**src/logic/sacp_params.svh**
```systemverilog
// Constants of the serial converter control port
// ----------------------------------------------------------------------
// Summary of operation
// - each rising serial clock shifts serial_in into the address/mode register while program_enable_n is low
// - with select low, each falling serial clock presents the next result bit
// - select held low: first result bit goes out when program_enable_n_done rises, or at once if nothing was started
// - select toggled: first result bit goes out on select falling edge
// - serial output driven while select is low, released while high
// - output word carries result_bits and status, length set by mode bits
// - program_enable_n_done low during conversion, calibration, zeroing or power-down
// - select falling edge aborts a running conversion while program_enable_n is low, starts a new sequence
// - with select held low, host gives exactly word-length pulses; 13 at start
// - pulses per sequence equal the programmed word length, mode bits change it
// - shift_out_done low while shifting, high once all bits are out
// - new mode or configuration accepted only while program_enable_n is low
// - program_enable_n high: read-only sequence, input ignored, nothing starts
// - sleep_ctl high powers down; power-up takes up to 700 us
// - input_selector channel follows address bits shifted in on serial clock
// - conversion clock, not serial clock, times acquisition and conversion
// - single-ended setups use the pseudo-ground input as negative reference
// ----------------------------------------------------------------------
`ifndef SACP_PARAMS_SVH
`define SACP_PARAMS_SVH

// address and mode shift register layout
`define SACP_CFG_W 8
`define SACP_ADDR_LSB 0
`define SACP_ADDR_MSB 2
`define SACP_SE_BIT 3
`define SACP_OP_LSB 4
`define SACP_OP_MSB 7
`define SACP_OP_PROGRAM_ENABLE_N 4'h1
`define SACP_OP_CAL 4'h2
`define SACP_OP_ZERO 4'h3
`define SACP_OP_LEN 4'h4

// output word
`define SACP_RES_W 13
`define SACP_STAT_W 8
`define SACP_FRAME_W 21
`define SACP_LEN_RST 5'h0D
`define SACP_LEN_TAB_RST 20'hA90AD

// sequencing, counted in conversion clock edges
`define SACP_ACQ_CONVERSION_CLOCK 16'h000A
`define SACP_PROGRAM_ENABLE_N_CONVERSION_CLOCK 16'h002C
`define SACP_CAL_CONVERSION_CLOCK 16'h0064
`define SACP_ZERO_CONVERSION_CLOCK 16'h0014

// power-up wait in microseconds, clock rate in MHz
`define SACP_PWRUP_US 700
`define SACP_CLK_MHZ 10
`define SACP_PWRUP_CYCLES (`SACP_PWRUP_US * `SACP_CLK_MHZ)

// plain register port
`define SACP_REG_STAT 4'h0
`define SACP_REG_LEN 4'h1
`define SACP_REG_CFG 4'h2

`endif

```
**src/logic/sacp_pkg.sv**
```systemverilog
// Types of the serial converter control port
`default_nettype none
`include "sacp_params.svh"

package sacp_pkg;

  typedef enum logic [2:0] {
    OP_NONE, OP_PROGRAM_ENABLE_N, OP_CAL, OP_ZERO, OP_LEN
  } sacp_op_t;

  typedef enum logic [2:0] {
    SQ_READY, SQ_ACQ, SQ_PROGRAM_ENABLE_N, SQ_CAL, SQ_PWRDN, SQ_WAKE
  } sacp_seq_st_t;

  typedef enum logic [1:0] {
    LK_IDLE, LK_SHIFT, LK_DONE
  } sacp_link_st_t;

  typedef struct packed {
    logic sleep_ctl;
    logic program_enable_n;
    logic serial_in;
    logic sclk;
    logic select_n;
    logic conversion_clock;
  } sacp_pins_t;

  typedef struct packed {
    logic [`SACP_STAT_W-1:0] status;
    logic [`SACP_RES_W-1:0] result;
  } sacp_word_t;

  typedef struct packed {
    sacp_pins_t meta;
    sacp_pins_t stable;
  } sacp_sync_q_t;

  typedef struct packed {
    sacp_seq_st_t st;
    logic [15:0] cnt;
    logic [15:0] lim;
    logic done;
    logic cap;
  } sacp_seq_q_t;

  typedef struct packed {
    sacp_pins_t prev;
    sacp_link_st_t lk;
    logic [`SACP_CFG_W-1:0] cfg_sh;
    logic [`SACP_FRAME_W-1:0] out_sh;
    logic [4:0] bit_cnt;
    logic [4:0] word_len;
    logic [19:0] len_tab;
    logic prog;
    logic sout;
    logic sod;
    logic [2:0] chan;
    logic se;
    sacp_op_t op;
    sacp_op_t last_op;
    logic start;
    logic abort;
    logic prev_done;
    sacp_word_t res;
    logic [31:0] rdata;
  } sacp_top_q_t;

endpackage

`default_nettype wire

```
**src/logic/sacp_program_enable_n_seq.sv**
```systemverilog
// Conversion, calibration and power sequencer
`default_nettype none
`include "sacp_params.svh"

module sacp_program_enable_n_seq
  import sacp_pkg::*;
#(
  parameter int unsigned PWRUP_CYCLES = `SACP_PWRUP_CYCLES
)
(
  // clock and reset
  input wire logic clk,
  input wire logic rst,
  // requests from the port logic
  input wire logic conversion_clock_rise,
  input wire logic start,
  input wire sacp_op_t op,
  input wire logic abort,
  input wire logic sleep,
  // status and core strobes
  output logic program_enable_n_done,
  output logic sample_hold,
  output logic capture,
  output logic powered_down
);

  localparam logic [15:0] PWRUP_LIM = 16'(PWRUP_CYCLES - 1);

  sacp_seq_q_t q;
  sacp_seq_q_t d;

  always_comb begin
    d = q;
    d.cap = 1'b0;
    if (sleep) begin
      d.st = SQ_PWRDN;
      d.done = 1'b0;
      d.cnt = '0;
    end else if (abort && (q.st inside {SQ_ACQ, SQ_PROGRAM_ENABLE_N, SQ_CAL})) begin
      d.st = SQ_READY;
      d.done = 1'b1;
    end else begin
      unique case (q.st)
        SQ_PWRDN: begin
          d.st = SQ_WAKE;
          d.cnt = '0;
        end
        SQ_WAKE: begin
          if (q.cnt == PWRUP_LIM) begin
            d.st = SQ_READY;
            d.done = 1'b1;
          end else begin
            d.cnt = q.cnt + 16'h0001;
          end
        end
        SQ_READY: begin
          if (start) begin
            d.cnt = '0;
            unique case (op)
              OP_PROGRAM_ENABLE_N: begin
                d.st = SQ_ACQ;
                d.lim = `SACP_ACQ_CONVERSION_CLOCK;
                d.done = 1'b0;
              end
              OP_CAL: begin
                d.st = SQ_CAL;
                d.lim = `SACP_CAL_CONVERSION_CLOCK;
                d.done = 1'b0;
              end
              OP_ZERO: begin
                d.st = SQ_CAL;
                d.lim = `SACP_ZERO_CONVERSION_CLOCK;
                d.done = 1'b0;
              end
              OP_NONE, OP_LEN: begin
                d.st = SQ_READY;
              end
            endcase
          end
        end
        SQ_ACQ: begin
          if (conversion_clock_rise) begin
            if (q.cnt == q.lim - 16'h0001) begin
              d.st = SQ_PROGRAM_ENABLE_N;
              d.cnt = '0;
              d.lim = `SACP_PROGRAM_ENABLE_N_CONVERSION_CLOCK;
            end else begin
              d.cnt = q.cnt + 16'h0001;
            end
          end
        end
        SQ_PROGRAM_ENABLE_N, SQ_CAL: begin
          if (conversion_clock_rise) begin
            if (q.cnt == q.lim - 16'h0001) begin
              d.st = SQ_READY;
              d.done = 1'b1;
              d.cap = (q.st == SQ_PROGRAM_ENABLE_N);
            end else begin
              d.cnt = q.cnt + 16'h0001;
            end
          end
        end
      endcase
    end
  end

  always_ff @(posedge clk) begin
    if (rst) begin
      q <= '0;
      q.st <= SQ_READY;
      q.done <= 1'b1;
    end else begin
      q <= d;
    end
  end

  assign program_enable_n_done = q.done;
  assign sample_hold = (q.st == SQ_ACQ);
  assign capture = q.cap;
  assign powered_down = (q.st == SQ_PWRDN) || (q.st == SQ_WAKE);

endmodule

`default_nettype wire

```
**src/logic/sacp_sync.sv**
```systemverilog
// Two-stage synchroniser for the host and conversion clock pins
`default_nettype none
`include "sacp_params.svh"

module sacp_sync
  import sacp_pkg::*;
(
  // clock and reset
  input wire logic clk,
  input wire logic rst,
  // pins
  input wire sacp_pins_t pins_async,
  output sacp_pins_t pins_sync
);

  sacp_sync_q_t q;
  sacp_sync_q_t d;

  // first stage feeds only the second
  always_comb begin
    d = q;
    d.meta = pins_async;
    d.stable = q.meta;
  end

  always_ff @(posedge clk) begin
    if (rst) begin
      q <= '0;
      q.meta.select_n <= 1'b1;
      q.stable.select_n <= 1'b1;
      q.meta.program_enable_n <= 1'b1;
      q.stable.program_enable_n <= 1'b1;
    end else begin
      q <= d;
    end
  end

  assign pins_sync = q.stable;

endmodule

`default_nettype wire

```
**src/logic/sacp_top.sv**
```systemverilog
// Serial converter control port: host link, mode decode and sequencing
`default_nettype none
`include "sacp_params.svh"

module sacp_top
  import sacp_pkg::*;
#(
  parameter int unsigned PWRUP_CYCLES = `SACP_PWRUP_CYCLES
)
(
  // clock and reset
  input wire logic clk,
  input wire logic rst,
  // host serial pins
  input wire logic select_n,
  input wire logic sclk,
  input wire logic serial_in,
  output logic serial_out,
  output logic serial_out_oe,
  output logic program_enable_n_done,
  output logic shift_out_done,
  input wire logic program_enable_n,
  input wire logic sleep_ctl,
  // conversion clock pin
  input wire logic conversion_clock,
  // converter core
  input wire sacp_word_t core_word,
  output logic sample_hold,
  output logic capture,
  output logic powered_down,
  output logic [2:0] input_selector,
  output logic single_ended,
  output logic neg_ref_com,
  // register port
  input wire logic [3:0] reg_addr,
  input wire logic [31:0] reg_wdata,
  input wire logic reg_wr,
  input wire logic reg_rd,
  output logic [31:0] reg_rdata
);

  // ----------------------------------------------------------------------
  // decode helpers
  // ----------------------------------------------------------------------

  // opcode field compared against the table, unknown codes decode to OP_NONE and start nothing
  function automatic sacp_op_t dec_op(input logic [`SACP_CFG_W-1:0] cfg);
    logic [3:0] code;
    code = cfg[`SACP_OP_MSB:`SACP_OP_LSB];
    if (code == `SACP_OP_PROGRAM_ENABLE_N) begin
      dec_op = OP_PROGRAM_ENABLE_N;
    end else if (code == `SACP_OP_CAL) begin
      dec_op = OP_CAL;
    end else if (code == `SACP_OP_ZERO) begin
      dec_op = OP_ZERO;
    end else if (code == `SACP_OP_LEN) begin
      dec_op = OP_LEN;
    end else begin
      dec_op = OP_NONE;
    end
  endfunction

  // four five-bit word lengths packed in one table
  function automatic logic [4:0] len_pick(
    input logic [19:0] tab,
    input logic [1:0] sel
  );
    len_pick = tab[5*sel +: 5];
  endfunction

  // result first, status after it, shifted out most significant first
  function automatic logic [`SACP_FRAME_W-1:0] frame_of(
    input sacp_word_t w
  );
    frame_of = {w.result, w.status};
  endfunction

  // ----------------------------------------------------------------------
  // pin synchronisation
  // ----------------------------------------------------------------------

  sacp_pins_t pins_async;
  sacp_pins_t s;

  always_comb begin
    pins_async.sleep_ctl = sleep_ctl;
    pins_async.program_enable_n = program_enable_n;
    pins_async.serial_in = serial_in;
    pins_async.sclk = sclk;
    pins_async.select_n = select_n;
    pins_async.conversion_clock = conversion_clock;
  end

  // every pin crosses two flops before the port logic looks at it
  sacp_sync u_sync (
    .clk(clk),
    .rst(rst),
    .pins_async(pins_async),
    .pins_sync(s)
  );

  // ----------------------------------------------------------------------
  // state and edge detection
  // ----------------------------------------------------------------------

  sacp_top_q_t q;
  sacp_top_q_t d;

  logic sel_fall;
  logic sel_rise;
  logic sck_rise;
  logic sck_fall;
  logic conversion_clock_rise;
  logic done_rise;
  logic seq_done;
  logic [4:0] bit_next;
  logic [`SACP_FRAME_W-1:0] frame;

  always_comb begin
    sel_fall = q.prev.select_n & ~s.select_n;
    sel_rise = ~q.prev.select_n & s.select_n;
    sck_rise = ~q.prev.sclk & s.sclk;
    sck_fall = q.prev.sclk & ~s.sclk;
    conversion_clock_rise = ~q.prev.conversion_clock & s.conversion_clock;
    done_rise = ~q.prev_done & seq_done;
    bit_next = q.bit_cnt + 5'h01;
    // a conversion ending this cycle is already the previous result
    frame = frame_of(capture ? core_word : q.res);
  end

  // ----------------------------------------------------------------------
  // sequencer
  // ----------------------------------------------------------------------

  sacp_program_enable_n_seq #(
    .PWRUP_CYCLES(PWRUP_CYCLES)
  ) u_seq (
    .clk(clk),
    .rst(rst),
    .conversion_clock_rise(conversion_clock_rise),
    .start(q.start),
    .op(q.op),
    .abort(q.abort),
    .sleep(s.sleep_ctl),
    .program_enable_n_done(seq_done),
    .sample_hold(sample_hold),
    .capture(capture),
    .powered_down(powered_down)
  );

  // ----------------------------------------------------------------------
  // link, mode and register logic
  // ----------------------------------------------------------------------

  always_comb begin
    d = q;
    d.prev = s;
    d.prev_done = seq_done;
    d.start = 1'b0;
    d.abort = 1'b0;
    d.rdata = '0;

    // result from the core is held until the next conversion ends
    if (capture) begin
      d.res = core_word;
    end

    if (sel_rise) begin
      // an unfinished sequence is dropped, its mode bits never applied
      d.lk = LK_IDLE;
      d.sod = 1'b1;
    end else if (sel_fall) begin
      // host lowers select with the serial clock low, so no edge is lost
      d.abort = ~s.program_enable_n;
      d.out_sh = frame;
      d.sout = frame[`SACP_FRAME_W-1];
      d.bit_cnt = '0;
      d.sod = 1'b0;
      d.cfg_sh = '0;
      d.prog = ~s.program_enable_n;
      d.lk = LK_SHIFT;
    end else begin
      unique case (q.lk)
        LK_IDLE: begin
          d.lk = LK_IDLE;
        end
        LK_SHIFT: begin
          if (sck_rise && q.prog) begin
            d.cfg_sh = {q.cfg_sh[`SACP_CFG_W-2:0], s.serial_in};
          end
          if (sck_rise && !q.prog) begin
            d.cfg_sh = q.cfg_sh;
          end
          if (sck_fall) begin
            d.bit_cnt = bit_next;
            d.out_sh = {q.out_sh[`SACP_FRAME_W-2:0], 1'b0};
            d.sout = q.out_sh[`SACP_FRAME_W-2];
            if (bit_next == q.word_len) begin
              d.sod = 1'b1;
              d.lk = LK_DONE;
              if (q.prog) begin
                d.op = dec_op(q.cfg_sh);
                d.last_op = d.op;
                unique case (d.op)
                  OP_PROGRAM_ENABLE_N, OP_CAL, OP_ZERO: begin
                    d.start = 1'b1;
                    d.chan = q.cfg_sh[`SACP_ADDR_MSB:`SACP_ADDR_LSB];
                    d.se = q.cfg_sh[`SACP_SE_BIT];
                  end
                  OP_LEN: begin
                    d.word_len = len_pick(q.len_tab, q.cfg_sh[1:0]);
                  end
                  OP_NONE: begin
                    d.start = 1'b0;
                  end
                endcase
              end
            end
          end
        end
        LK_DONE: begin
          // with select held low the next sequence opens when the
          // conversion ends, or at once if nothing was started
          if (!s.select_n && (done_rise || (seq_done && !q.start))) begin
            d.out_sh = frame;
            d.sout = frame[`SACP_FRAME_W-1];
            d.bit_cnt = '0;
            d.sod = 1'b0;
            d.cfg_sh = '0;
            d.prog = ~s.program_enable_n;
            d.lk = LK_SHIFT;
          end
        end
      endcase
    end

    // register port: a write to the length table, reads one cycle later
    if (reg_wr && (reg_addr == `SACP_REG_LEN)) begin
      d.len_tab = reg_wdata[19:0];
    end
    if (reg_rd) begin
      unique case (reg_addr)
        `SACP_REG_STAT: begin
          d.rdata = {19'h00000, q.bit_cnt, q.word_len[4:1],
                     q.word_len[0], powered_down, q.sod, seq_done};
        end
        `SACP_REG_LEN: begin
          d.rdata = {12'h000, q.len_tab};
        end
        `SACP_REG_CFG: begin
          d.rdata = {21'h000000, q.lk, 1'b0, q.last_op, q.prog,
                     q.se, q.chan};
        end
        default: begin
          d.rdata = '0;
        end
      endcase
    end
  end

  always_ff @(posedge clk) begin
    if (rst) begin
      q <= '0;
      q.prev.select_n <= 1'b1;
      q.prev.program_enable_n <= 1'b1;
      q.prev_done <= 1'b1;
      q.lk <= LK_IDLE;
      q.word_len <= `SACP_LEN_RST;
      q.len_tab <= `SACP_LEN_TAB_RST;
      q.sod <= 1'b1;
      q.op <= OP_NONE;
      q.last_op <= OP_NONE;
    end else begin
      q <= d;
    end
  end

  // ----------------------------------------------------------------------
  // outputs
  // ----------------------------------------------------------------------

  assign serial_out = q.sout;
  assign serial_out_oe = ~s.select_n;
  assign program_enable_n_done = seq_done;
  assign shift_out_done = q.sod;
  assign input_selector = q.chan;
  assign single_ended = q.se;
  assign neg_ref_com = q.se;
  assign reg_rdata = q.rdata;

endmodule

`default_nettype wire

```
**config.mk**
```make
export PLATFORM = sky130hd
export DESIGN_NAME = sacp_top
export DESIGN_NICKNAME = d
export VERILOG_FILES = /design/src/logic/sacp_pkg.sv /design/src/logic/sacp_program_enable_n_seq.sv /design/src/logic/sacp_sync.sv /design/src/logic/sacp_top.sv
export VERILOG_INCLUDE_DIRS = /design/src /design/src/logic
export SDC_FILE = /design/constraint.sdc
export NUM_CORES = 1
export LEC_CHECK = 0
export BUFFER_PORTS_ARGS = -buffer_cell sky130_fd_sc_hd__buf_2
export CAP_MARGIN = 20
export CORE_UTILIZATION = 57
export DETAILED_ROUTE_END_ITERATION = 10
export GPL_TIMING_DRIVEN = 0
export PLACE_DENSITY = 0.8
export SYNTH_ARGS = -nofsm -noshare
export SYNTH_HDL_FRONTEND = slang
export SYNTH_SLANG_ARGS = --single-unit
```
**constraint.sdc**
```tcl
create_clock -name clk -period 2.95 [get_ports clk]
set_clock_uncertainty 0.1 [all_clocks]
set_input_delay 0.295 -clock clk [delete_from_list [all_inputs] [get_ports clk]]
set_output_delay 0.295 -clock clk [all_outputs]
set_load 0.005 [all_outputs]
```
Yosys cells after proc, flatten, opt, wreduce, memory -nomap -nowiden --
Cells that the tools add are included.
Storage, ports and cells: latch bits 0, memory bits (writable) 0, register bits after elaboration 178, logic and storage cells 221, memories kept 0, ROM bits 0
Operators by class: multiplexer cells 56, order comparisons 0, add/subtract/negate cells 3, div/mod/pow operators 0, bitwise logic cells 25, equal/unequal tests 48, reductions and logical operators 47, multiply operators 1, shift operators 1
Operators with widths (number):
- 19-bit case mux with 5 select lines | 1
- 36-bit 2-to-1 mux | 2
- 35-bit 2-to-1 mux | 2
- 34-bit case mux with 2 select lines | 1
- 16-bit 2-to-1 mux | 4
- 20-bit case mux with 3 select lines | 1
- 17-bit case mux with 3 select lines | 1
- 3-bit 2-to-1 mux | 16
- 19-bit 2-to-1 mux | 2
- 32-bit 2-to-1 mux | 1
- 16-bit case mux with 2 select lines | 1
- 31-bit 2-to-1 mux | 1
- 6-bit AND reduction | 5
- 21-bit 2-to-1 mux | 1
- 7-bit AND reduction | 3
- 20-bit by 6-bit variable part select with 5-bit output | 1
- 1-bit NOT | 19
- 3-bit by 2-bit equality test with 1-bit output, second input constant | 6
- 16-bit by 1-bit adder with 16-bit output, second input constant | 1
- 16-bit by 13-bit equality test with 1-bit output, second input constant | 1
- 16-bit equality test | 1
- 8-bit 2-to-1 mux | 2
- 16-bit by 1-bit subtractor with 16-bit output, second input constant | 1
- 5-bit 2-to-1 mux | 3
- 45 further kinds | 104

Depth between registers and ports, before layout --
Gate-level depths: netlist of run 1.
depth in word-level cells 19, mapped depth 11

By module --
A second synthesis of run 1 with hierarchy kept.
Second synthesis, totals: cell total of the unflattened synthesis 865, area, all modules 7576.0 um^2
By module, submodules not included:
- sacp_top | seq. area each 2342.2 um^2, cells each 604, area each 5355.1 um^2, times used 1
- sacp_program_enable_n_seq | seq. area each 540.5 um^2, cells each 236, area each 1893.1 um^2, times used 1
- sacp_sync | seq. area each 240.2 um^2, cells each 25, area each 327.8 um^2, times used 1

Worst setup path after synthesis of run 1 --
No wires, ideal clock.
path kind register -> register, start point register u_seq.q[3] in the netlist's numbering, end point register u_seq.q[27] in the netlist's numbering, slack 370 ps, data arrival time 2365 ps, clock period less this slack 2580 ps, library setup time 115 ps, path buffers 2, stages on the path, launching flop included 11, cell sequence dfxtp_1 inv_1 ha_1 o21ba_1 a221o_1 a2111oi_4 buf_4 nand4_1 nand3_1 buf_4 nor2_1
On the way: word-level cells in the longest chain between the ends 5
RTL lines:
- start: declaration | line sacp_program_enable_n_seq.sv:29 | sacp_seq_q_t q;
- 16-bit by 1-bit subtractor with 16-bit output * | line sacp_program_enable_n_seq.sv:83, sacp_program_enable_n_seq.sv:94
- 16-bit equality test * | line sacp_program_enable_n_seq.sv:83, sacp_program_enable_n_seq.sv:94
- 16-bit 2-to-1 mux | line sacp_program_enable_n_seq.sv:83 | if (q.cnt == q.lim - 16'h0001) begin
- 35-bit 2-to-1 mux | line sacp_program_enable_n_seq.sv:82 | if (conversion_clock_rise) begin
- 19-bit case mux with 5 select lines | line sacp_program_enable_n_seq.sv:43 | unique case (q.st)
Mark *: on every way between the ends. The rest lies on a longest branch, timed or not. The select of a mux whose other input is x is not followed. A chain may end at the register's enable or synchronous reset.

Worst setup path in the final report of run 1 --
start point register u_seq.q[3] in the netlist's numbering, end point register u_seq.q (netlist bit u_seq.program_enable_n_done)
On the way: word-level cells in the longest chain between the ends 4
RTL lines:
- 16-bit by 1-bit subtractor with 16-bit output | line sacp_program_enable_n_seq.sv:94 | if (q.cnt == q.lim - 16'h0001) begin
- 16-bit equality test | line sacp_program_enable_n_seq.sv:94
- 4-bit by 2-bit != test with 1-bit output (no line)
- 6-bit AND reduction (no line)
Every way passes these cells.

==> summary.txt, run 1 <==
Yosys
  • Mapped Avg Cell Area: 8.74 um2
  • Cell taking the most area after synthesis: dfxtp_1
  • YS warnings: 0
  • Top cells by area, synth: dfxtp_1 (43%), a21oi_1 (5.6%), nor2_1 (4.8%)
  • Seq/Total Area, Yosys: 43.5%
  • Most frequent cells after synthesis: dfxtp_1 (156), nor2_1 (91), a21oi_1 (81), nand2_1 (72), clkbuf_1 (42)
  • Synth top area share: 43.5%
  • Synth Instances: 822
  • Post-Syn Area: 0.00719 mm2
  • Most common cell in the netlist: dfxtp_1
  • Synth Register Bits: 156
  • Netlist cell types: 66
  • Synth Flop Type: dfxtp_1
  • Number of enable flip-flop cells after synthesis: 0
  • Fraction of registers with async set/reset: 0%

Timing
  • Max Fclk: 0.357 GHz
  • Worst-Margin Slew: 1030 ps
  • Setup TNS: 0 ps
  • Slew Limit Headroom: 30.9%
  • Hold slack final: 8.78 ps
  • RSZ-0062 raised after global routing: no
  • Final Slew Violations: 0
  • Final Critical Period: 2800 ps
  • Hold Vio Cnt, Final: 0
  • Period utilisation layout: 94.9%
  • Setup Viol. Count Final: 0

Clocking
  • CTS Buf Count: 17
  • TritonCTS sink count: 156
  • Clock root buffer: clkbuf_16
  • H-tree depth: 4
  • CTS tree: yes
  • CTS Buffer Depth: 2
  • Worst skew pair latency: 420 ps
  • Clock Pin Slew Worst Setup and Hold Paths: 60 ps

Critical path
  • Worst r2r src: u_seq.q[3]
  • R2R Path End: u_seq.program_enable_n_done
  • CP arrival: 3060 ps
  • Slowest cell on the critical path: or4_1
  • CP required: 3210 ps
  • Crit-path cells: inv_1 -> ha_1 -> o21ba_1 -> a221o_1 -> a2111oi_4 -> buf_4 -> a311oi_1 -> or4_1 -> nand3_1
  • Worst setup path startpoint: u_seq.q[3]
  • Setup crit end: u_seq.program_enable_n_done
  • Critical Path Start Type: flop
  • Worst reg-to-reg path cell count: 9
  • FF-to-FF setup slack: 150 ps
  • CP Max Fanout: 6
  • Largest stage delay, worst path: 530 ps
  • Kind of critical path: reg2reg
  • Crit. End Element: flop

Drt
  • Final WL: 17100 um
  • Post-route ant nets: 0
  • WL/cell: 15.1 um
  • Via count: 6301
  • DRT iter0 DRCs: 485
  • DRC violations left: 0
  • Drt pass-1 iters: 5
  • Via density: 5.55

Cells and area
  • Antenna diode count: 0
  • Area of the multi-input gates: 0.00357 mm2
  • Final cell count without fillers: 1135
  • Final instance area: 0.00860 mm2
  • Seq. cell area: 0.00312 mm2
  • Nets: 1027
  • Layout cells sized above 1: 19.1%
  • Fillers: 980
  • Final design utilization: 70.7%
  • Area grow syn2layout: 19.7%

Power
  • Pwr/cell area: 518 mW/mm2
  • Worst vdd ir: 426 uV
  • Static leakage: 3.27 nW

Floorplanning
  • I/O Pins: 111
  • Core Rows: 40
  • Core area: 0.0122 mm2
  • Initial Util: 59.1%
  • Die width: 114 um
  • Die height: 114 um
  • Area of the die: 0.0131 mm2

Global route
  • Grt ovf: 0
  • First-pass GRT wire length: 27800 um
  • Largest net degree at the start of global routing: 17
  • Vias in the first global route: 5791
  • Initial antenna violation count: 0
  • GRT Overall Usage: 27.4%

Min path
  • Worst hold path class: in2reg
  • Worst hold path depth: 3
  • Worst Hold Launch: reg_wdata[14]

Place
  • DP Cell Count: 1088
  • Post-DP HPWL: 12100 um
  • Final GP Congestion: 0.915
  • Port bufs: 86
  • DP Area: 0.00789 mm2

Job
  • Number of max-cap violations: 0

Status
  • Status: complete, no violations
## per-layer routing
| metal | global-route usage (%) | vias up | wire, um |
|---|---|---|---|
| met1 | 35.3 | 2937 | 7690 |
| met5 | 0 | - | 0 |
| met2 | 44.0 | 207 | 8080 |
| met3 | 6.72 | 30 | 1050 |
| met4 | 11.0 | 0 | 286 |
| li1 | - | 3127 | - |
## sequential cells by signal, indices dropped and copies added (netlist names)
name	cells
u_sync.d	6
neg_ref_com	1
u_seq.capture	1
input_selector	3
u_seq.q	25
u_sync.pins_sync	6
serial_out	1
reg_rdata	20
u_seq.program_enable_n_done	1
shift_out_done	1
q	91
## what timing repair did
| action | CTS | global route |
|---|---|---|
| hold buffers | 14 | 0 |
| endpoints found under the setup margin | 10 | 12 |
| buffers inserted | 1 | 0 |
| gates resized for setup | 0 | 3 |
| pin swaps | 1 | 0 |
| endpoints found under the hold margin | 14 | 0 |
## metrics by stage
| step | power, W | setup slack (ps) |
|---|---|---|
| floorplan | 0.00233 | 370 |
| global placement | 0.00242 | -40.8 |
| detailed placement | 0.00242 | -62.3 |
| CTS | 0.00447 | 45.4 |
| global route | 0.00460 | 29.6 |
| finish | 0.00446 | 151 |
## kinds of logic (layout without fill, tap and decap cells)
group	Yosys count	after routing	share of synthesized area, %
compound gates	177	177	16.8
xor+xnor	22	22	2.68
fa+ha+maj	6	6	1.04
buf+inv	107	241	7.59
flops	156	156	43.5
mux	39	39	6.30
other cells	1	12	0.0522
simple gates	314	314	22.0
## how the worst min path moves through the flow
stage                                endpoint  slack (ps)
after floorplan           u_sync.pins_sync[1]         290
after detailed placement  u_sync.pins_sync[1]         300
final                                   q[83]           9
after global routing                    q[76]           6
after global placement    u_sync.pins_sync[4]         290
after CTS                               q[85]           2
## cell type report
cell class / instances / share of cell area [%]
Multi-Input combinational cell: 570 / 41.6
Clock buffer: 19 / 5.15
Inverter: 19 / 0.829
Buffer: 88 / 5.51
Tap cell: 168 / 2.44
Timing Repair Buffer: 102 / 6.85
Clock inverter: 13 / 1.35
Sequential cell: 156 / 36.3
## worst max-delay path, delay by kind of cell (launching register included)
family	cells	cell delay, ps
AOI/OAI and AO/OA	4	1110
adders and majority gates	1	280
buffers and inverters	2	260
DFF	1	380
and+or+nand+nor	2	600
## cell usage in the layout, fill, tap and decap left out, drive strengths merged, types with 6 or more instances in the layout
cell type | synthesis | layout
dfxtp | 156 | 156
buf | 46 | 133
nor2 | 91 | 91
a21oi | 84 | 84
nand2 | 72 | 72
clkbuf | 42 | 61
mux2i | 34 | 34
a211oi | 29 | 29
nand2b | 24 | 24
inv | 19 | 22
nand3 | 20 | 20
nor2b | 17 | 17
xnor2 | 15 | 15
dlygate4sd3 | 0 | 14
conb | 1 | 12
nand4 | 11 | 11
nand3b | 11 | 11
and2 | 11 | 11
nor3 | 10 | 10
o21ai | 10 | 10
or2 | 10 | 10
a222oi | 10 | 10
and3 | 8 | 8
xor2 | 7 | 7
a22oi | 6 | 6
or4 | 6 | 6
ha | 6 | 6
clkinvlp | 0 | 6
## where the power goes
| part | internal (W) | switching (W) | leakage (nW) |
|---|---|---|---|
| registers | 0.00213 | 0.0000182 | 1.26 |
| logic | 0.000108 | 0.000141 | 1.75 |
| clock network | 0.00118 | 0.000876 | 0.258 |
No activity file was read; power rests on OpenSTA's default activity.
==> run 2, diff against run 1 <==
--- a/config.mk
+++ b/config.mk
@@ -12,6 +12,7 @@
 export DETAILED_ROUTE_END_ITERATION = 10
 export GPL_TIMING_DRIVEN = 0
 export PLACE_DENSITY = 0.8
+export SETUP_SLACK_MARGIN = 0.4
 export SYNTH_ARGS = -nofsm -noshare
 export SYNTH_HDL_FRONTEND = slang
 export SYNTH_SLANG_ARGS = --single-unit
==> run 2 against run 1 <==
Against the previous run: wire length rose by 3.6%; worst setup slack better by 190 ps; global-route usage hardly changed; combinational power is 7% higher; via count is 2.0% higher; final cell count rose by 0.97%; fmax is 7.3% higher; die area did not move; sequential power about the same.
==> summary.txt, run 2 (same netlist as run 1, synthesis figures left out) <==
Floorplanning
  • Core Rows: 40 (unchanged)
  • Die height: 114 um (unchanged)
  • Core area: 0.0122 mm2 (unchanged)
  • I/O Pins: 111 (unchanged)
  • Initial Util: 59.1% (unchanged)
  • Area of the die: 0.0131 mm2 (unchanged)
  • Die width: 114 um (unchanged)

Timing
  • Setup Viol. Count Final: 0 (unchanged)
  • Max Fclk: 0.383 GHz (+7.3%)
  • Period utilisation layout: 88.4% (-6.5 points)
  • Worst-Margin Slew: 1030 ps (-0.855 ps)
  • Setup TNS: 0 ps (unchanged)
  • Final Slew Violations: 0 (unchanged)
  • Slew Limit Headroom: 30.9% (+0.057 points)
  • RSZ-0062 raised after global routing: yes
  • Hold Vio Cnt, Final: 0 (unchanged)
  • Final Critical Period: 2610 ps (-191 ps)

Job
  • Number of max-cap violations: 0 (unchanged)

Drt
  • DRT iter0 DRCs: 490 (+1.0%)
  • WL/cell: 15.5 um (+2.6%)
  • Drt pass-1 iters: 5 (unchanged)
  • Post-route ant nets: 0 (unchanged)
  • Final WL: 17700 um (+3.6%)
  • Via count: 6426 (+2.0%)
  • DRC violations left: 0 (unchanged)
  • Via density: 5.61 (+1.0%)

Cells and area
  • Antenna diode count: 0 (unchanged)
  • Nets: 1040 (+1.3%)
  • Commonest non-fill, non-tap cell in the layout: dfxtp_1
  • Area grow syn2layout: 24.7%
  • Final instance area: 0.00896 mm2 (+4.2%)
  • Max reg flops: 91 (unchanged)
  • Most frequent cells in the layout: dfxtp_1 (150), buf_2 (89), nor2_1 (82)
  • Most flops, register: q
  • Final cell count without fillers: 1146 (+0.97%)
  • Layout cells sized above 1: 24.1% (+5.0 points)

Place
  • Port bufs: 86 (unchanged)
  • Post-DP HPWL: 12000 um (-1.0%)
  • Final GP Congestion: 0.918 (+0.35%)
  • DP Cell Count: 1088 (unchanged)
  • DP Area: 0.00790 mm2 (+0.17%)

Critical path
  • CP Max Fanout: 5 (-1)
  • CP required: 3160 ps (-50 ps)
  • Kind of critical path: reg2reg
  • Critical Path Start Type: flop
  • Crit. End Element: flop
  • CP arrival: 2820 ps (-240 ps)

Clocking
  • CTS Buffer Depth: 2 (unchanged)
  • Clock root buffer: clkbuf_16
  • CTS tree: yes
  • H-tree depth: 4 (unchanged)
  • Clock Pin Slew Worst Setup and Hold Paths: 60 ps (about the same)
  • TritonCTS sink count: 156 (unchanged)
  • Worst skew pair latency: 430 ps (about the same)
  • CTS Buf Count: 17 (unchanged)

Min path
  • Worst hold path class: in2reg

Global route
  • Largest net degree at the start of global routing: 17 (unchanged)
  • Grt ovf: 0 (unchanged)
  • Initial antenna violation count: 0 (unchanged)
  • Vias in the first global route: 5777 (-0.24%)
  • GRT Overall Usage: 27.4% (+0.048 points)
  • First-pass GRT wire length: 28000 um (+0.52%)

Status
  • Status: complete, no violations

Power
  • Pwr/cell area: 509 mW/mm2 (-1.8%)
  • Worst vdd ir: 493 uV (+16%)
  • Static leakage: 3.38 nW (+3.5%)
[run 2: worst max-delay path: stages (launching register included)]
cell and delay [ps]:
dfxtp_4 370, nor2_4 130, and3_4 200, ha_4 200
xor2_2 130, nand3_2 130, a2111oi_4 380, buf_4 200
and3_1 210, a21oi_1 90, a2111oi_1 350
[run 2: metal layers]
| metal | wire (um) | GRT usage [%] | share of wire (%) |
|---|---|---|---|
| met1 | 7810 | 35.4 | 44 |
| met2 | 8480 | 44.4 | 48 |
| met3 | 1200 | 7.62 | 6.8 |
| met4 | 239 | 8.83 | 1.3 |
| met5 | 0 | 0 | 0 |
[run 2: area by class of cell]
type | count | area (um2)
multi-input combinational | 570 | 3770
fill | 915 | 3200
sequential | 156 | 3140
timing repair buffer | 115 | 708
buffer | 88 | 493
clock buffer | 20 | 457
tap | 168 | 210
clock inverter | 10 | 118
inverter | 19 | 71.3
[run 2: path summary, 6_finish.rpt]
path,from,to,slack [ps],cells past startpoint
setup / recovery,u_seq.q[6],u_seq.q[35],340,10
hold reg to reg,u_sync.d[1],u_sync.pins_sync[1],310,1
hold / removal,reg_wdata[18],q[87],10,3
setup reg to reg,u_seq.q[6],u_seq.q[35],340,10
[run 2: per-stage QoR]
| step | util, % | setup slack, ps | hold slack [ps] | power, W |
|---|---|---|---|---|
| finish | 73.7 | 342 | 12.3 | 0.00456 |
| global route | 73.7 | 253 | 2.33 | 0.00470 |
| CTS | 71.6 | 413 | 1.87 | 0.00456 |
| detailed placement | 64.9 | 90.1 | 303 | 0.00243 |
| global placement | 64.8 | 126 | 293 | 0.00242 |
| floorplan | - | 441 | 289 | 0.00233 |
[run 2: power by group]
| group | switching, W | total (W) | internal (W) |
|---|---|---|---|
| sequential | 0.0000188 | 0.00215 | 0.00213 |
| combinational | 0.000149 | 0.000267 | 0.000117 |
| clock | 0.000870 | 0.00215 | 0.00128 |
[run 2: what timing repair did]
action                                  4_1_cts  5_1_grt
buffers inserted                              6        6
pin swaps                                     5       17
hold buffers                                 15        0
gates cloned                                  0        1
gates resized for setup                      14       48
endpoints found under the setup margin       53       56
endpoints found under the hold margin        15        0
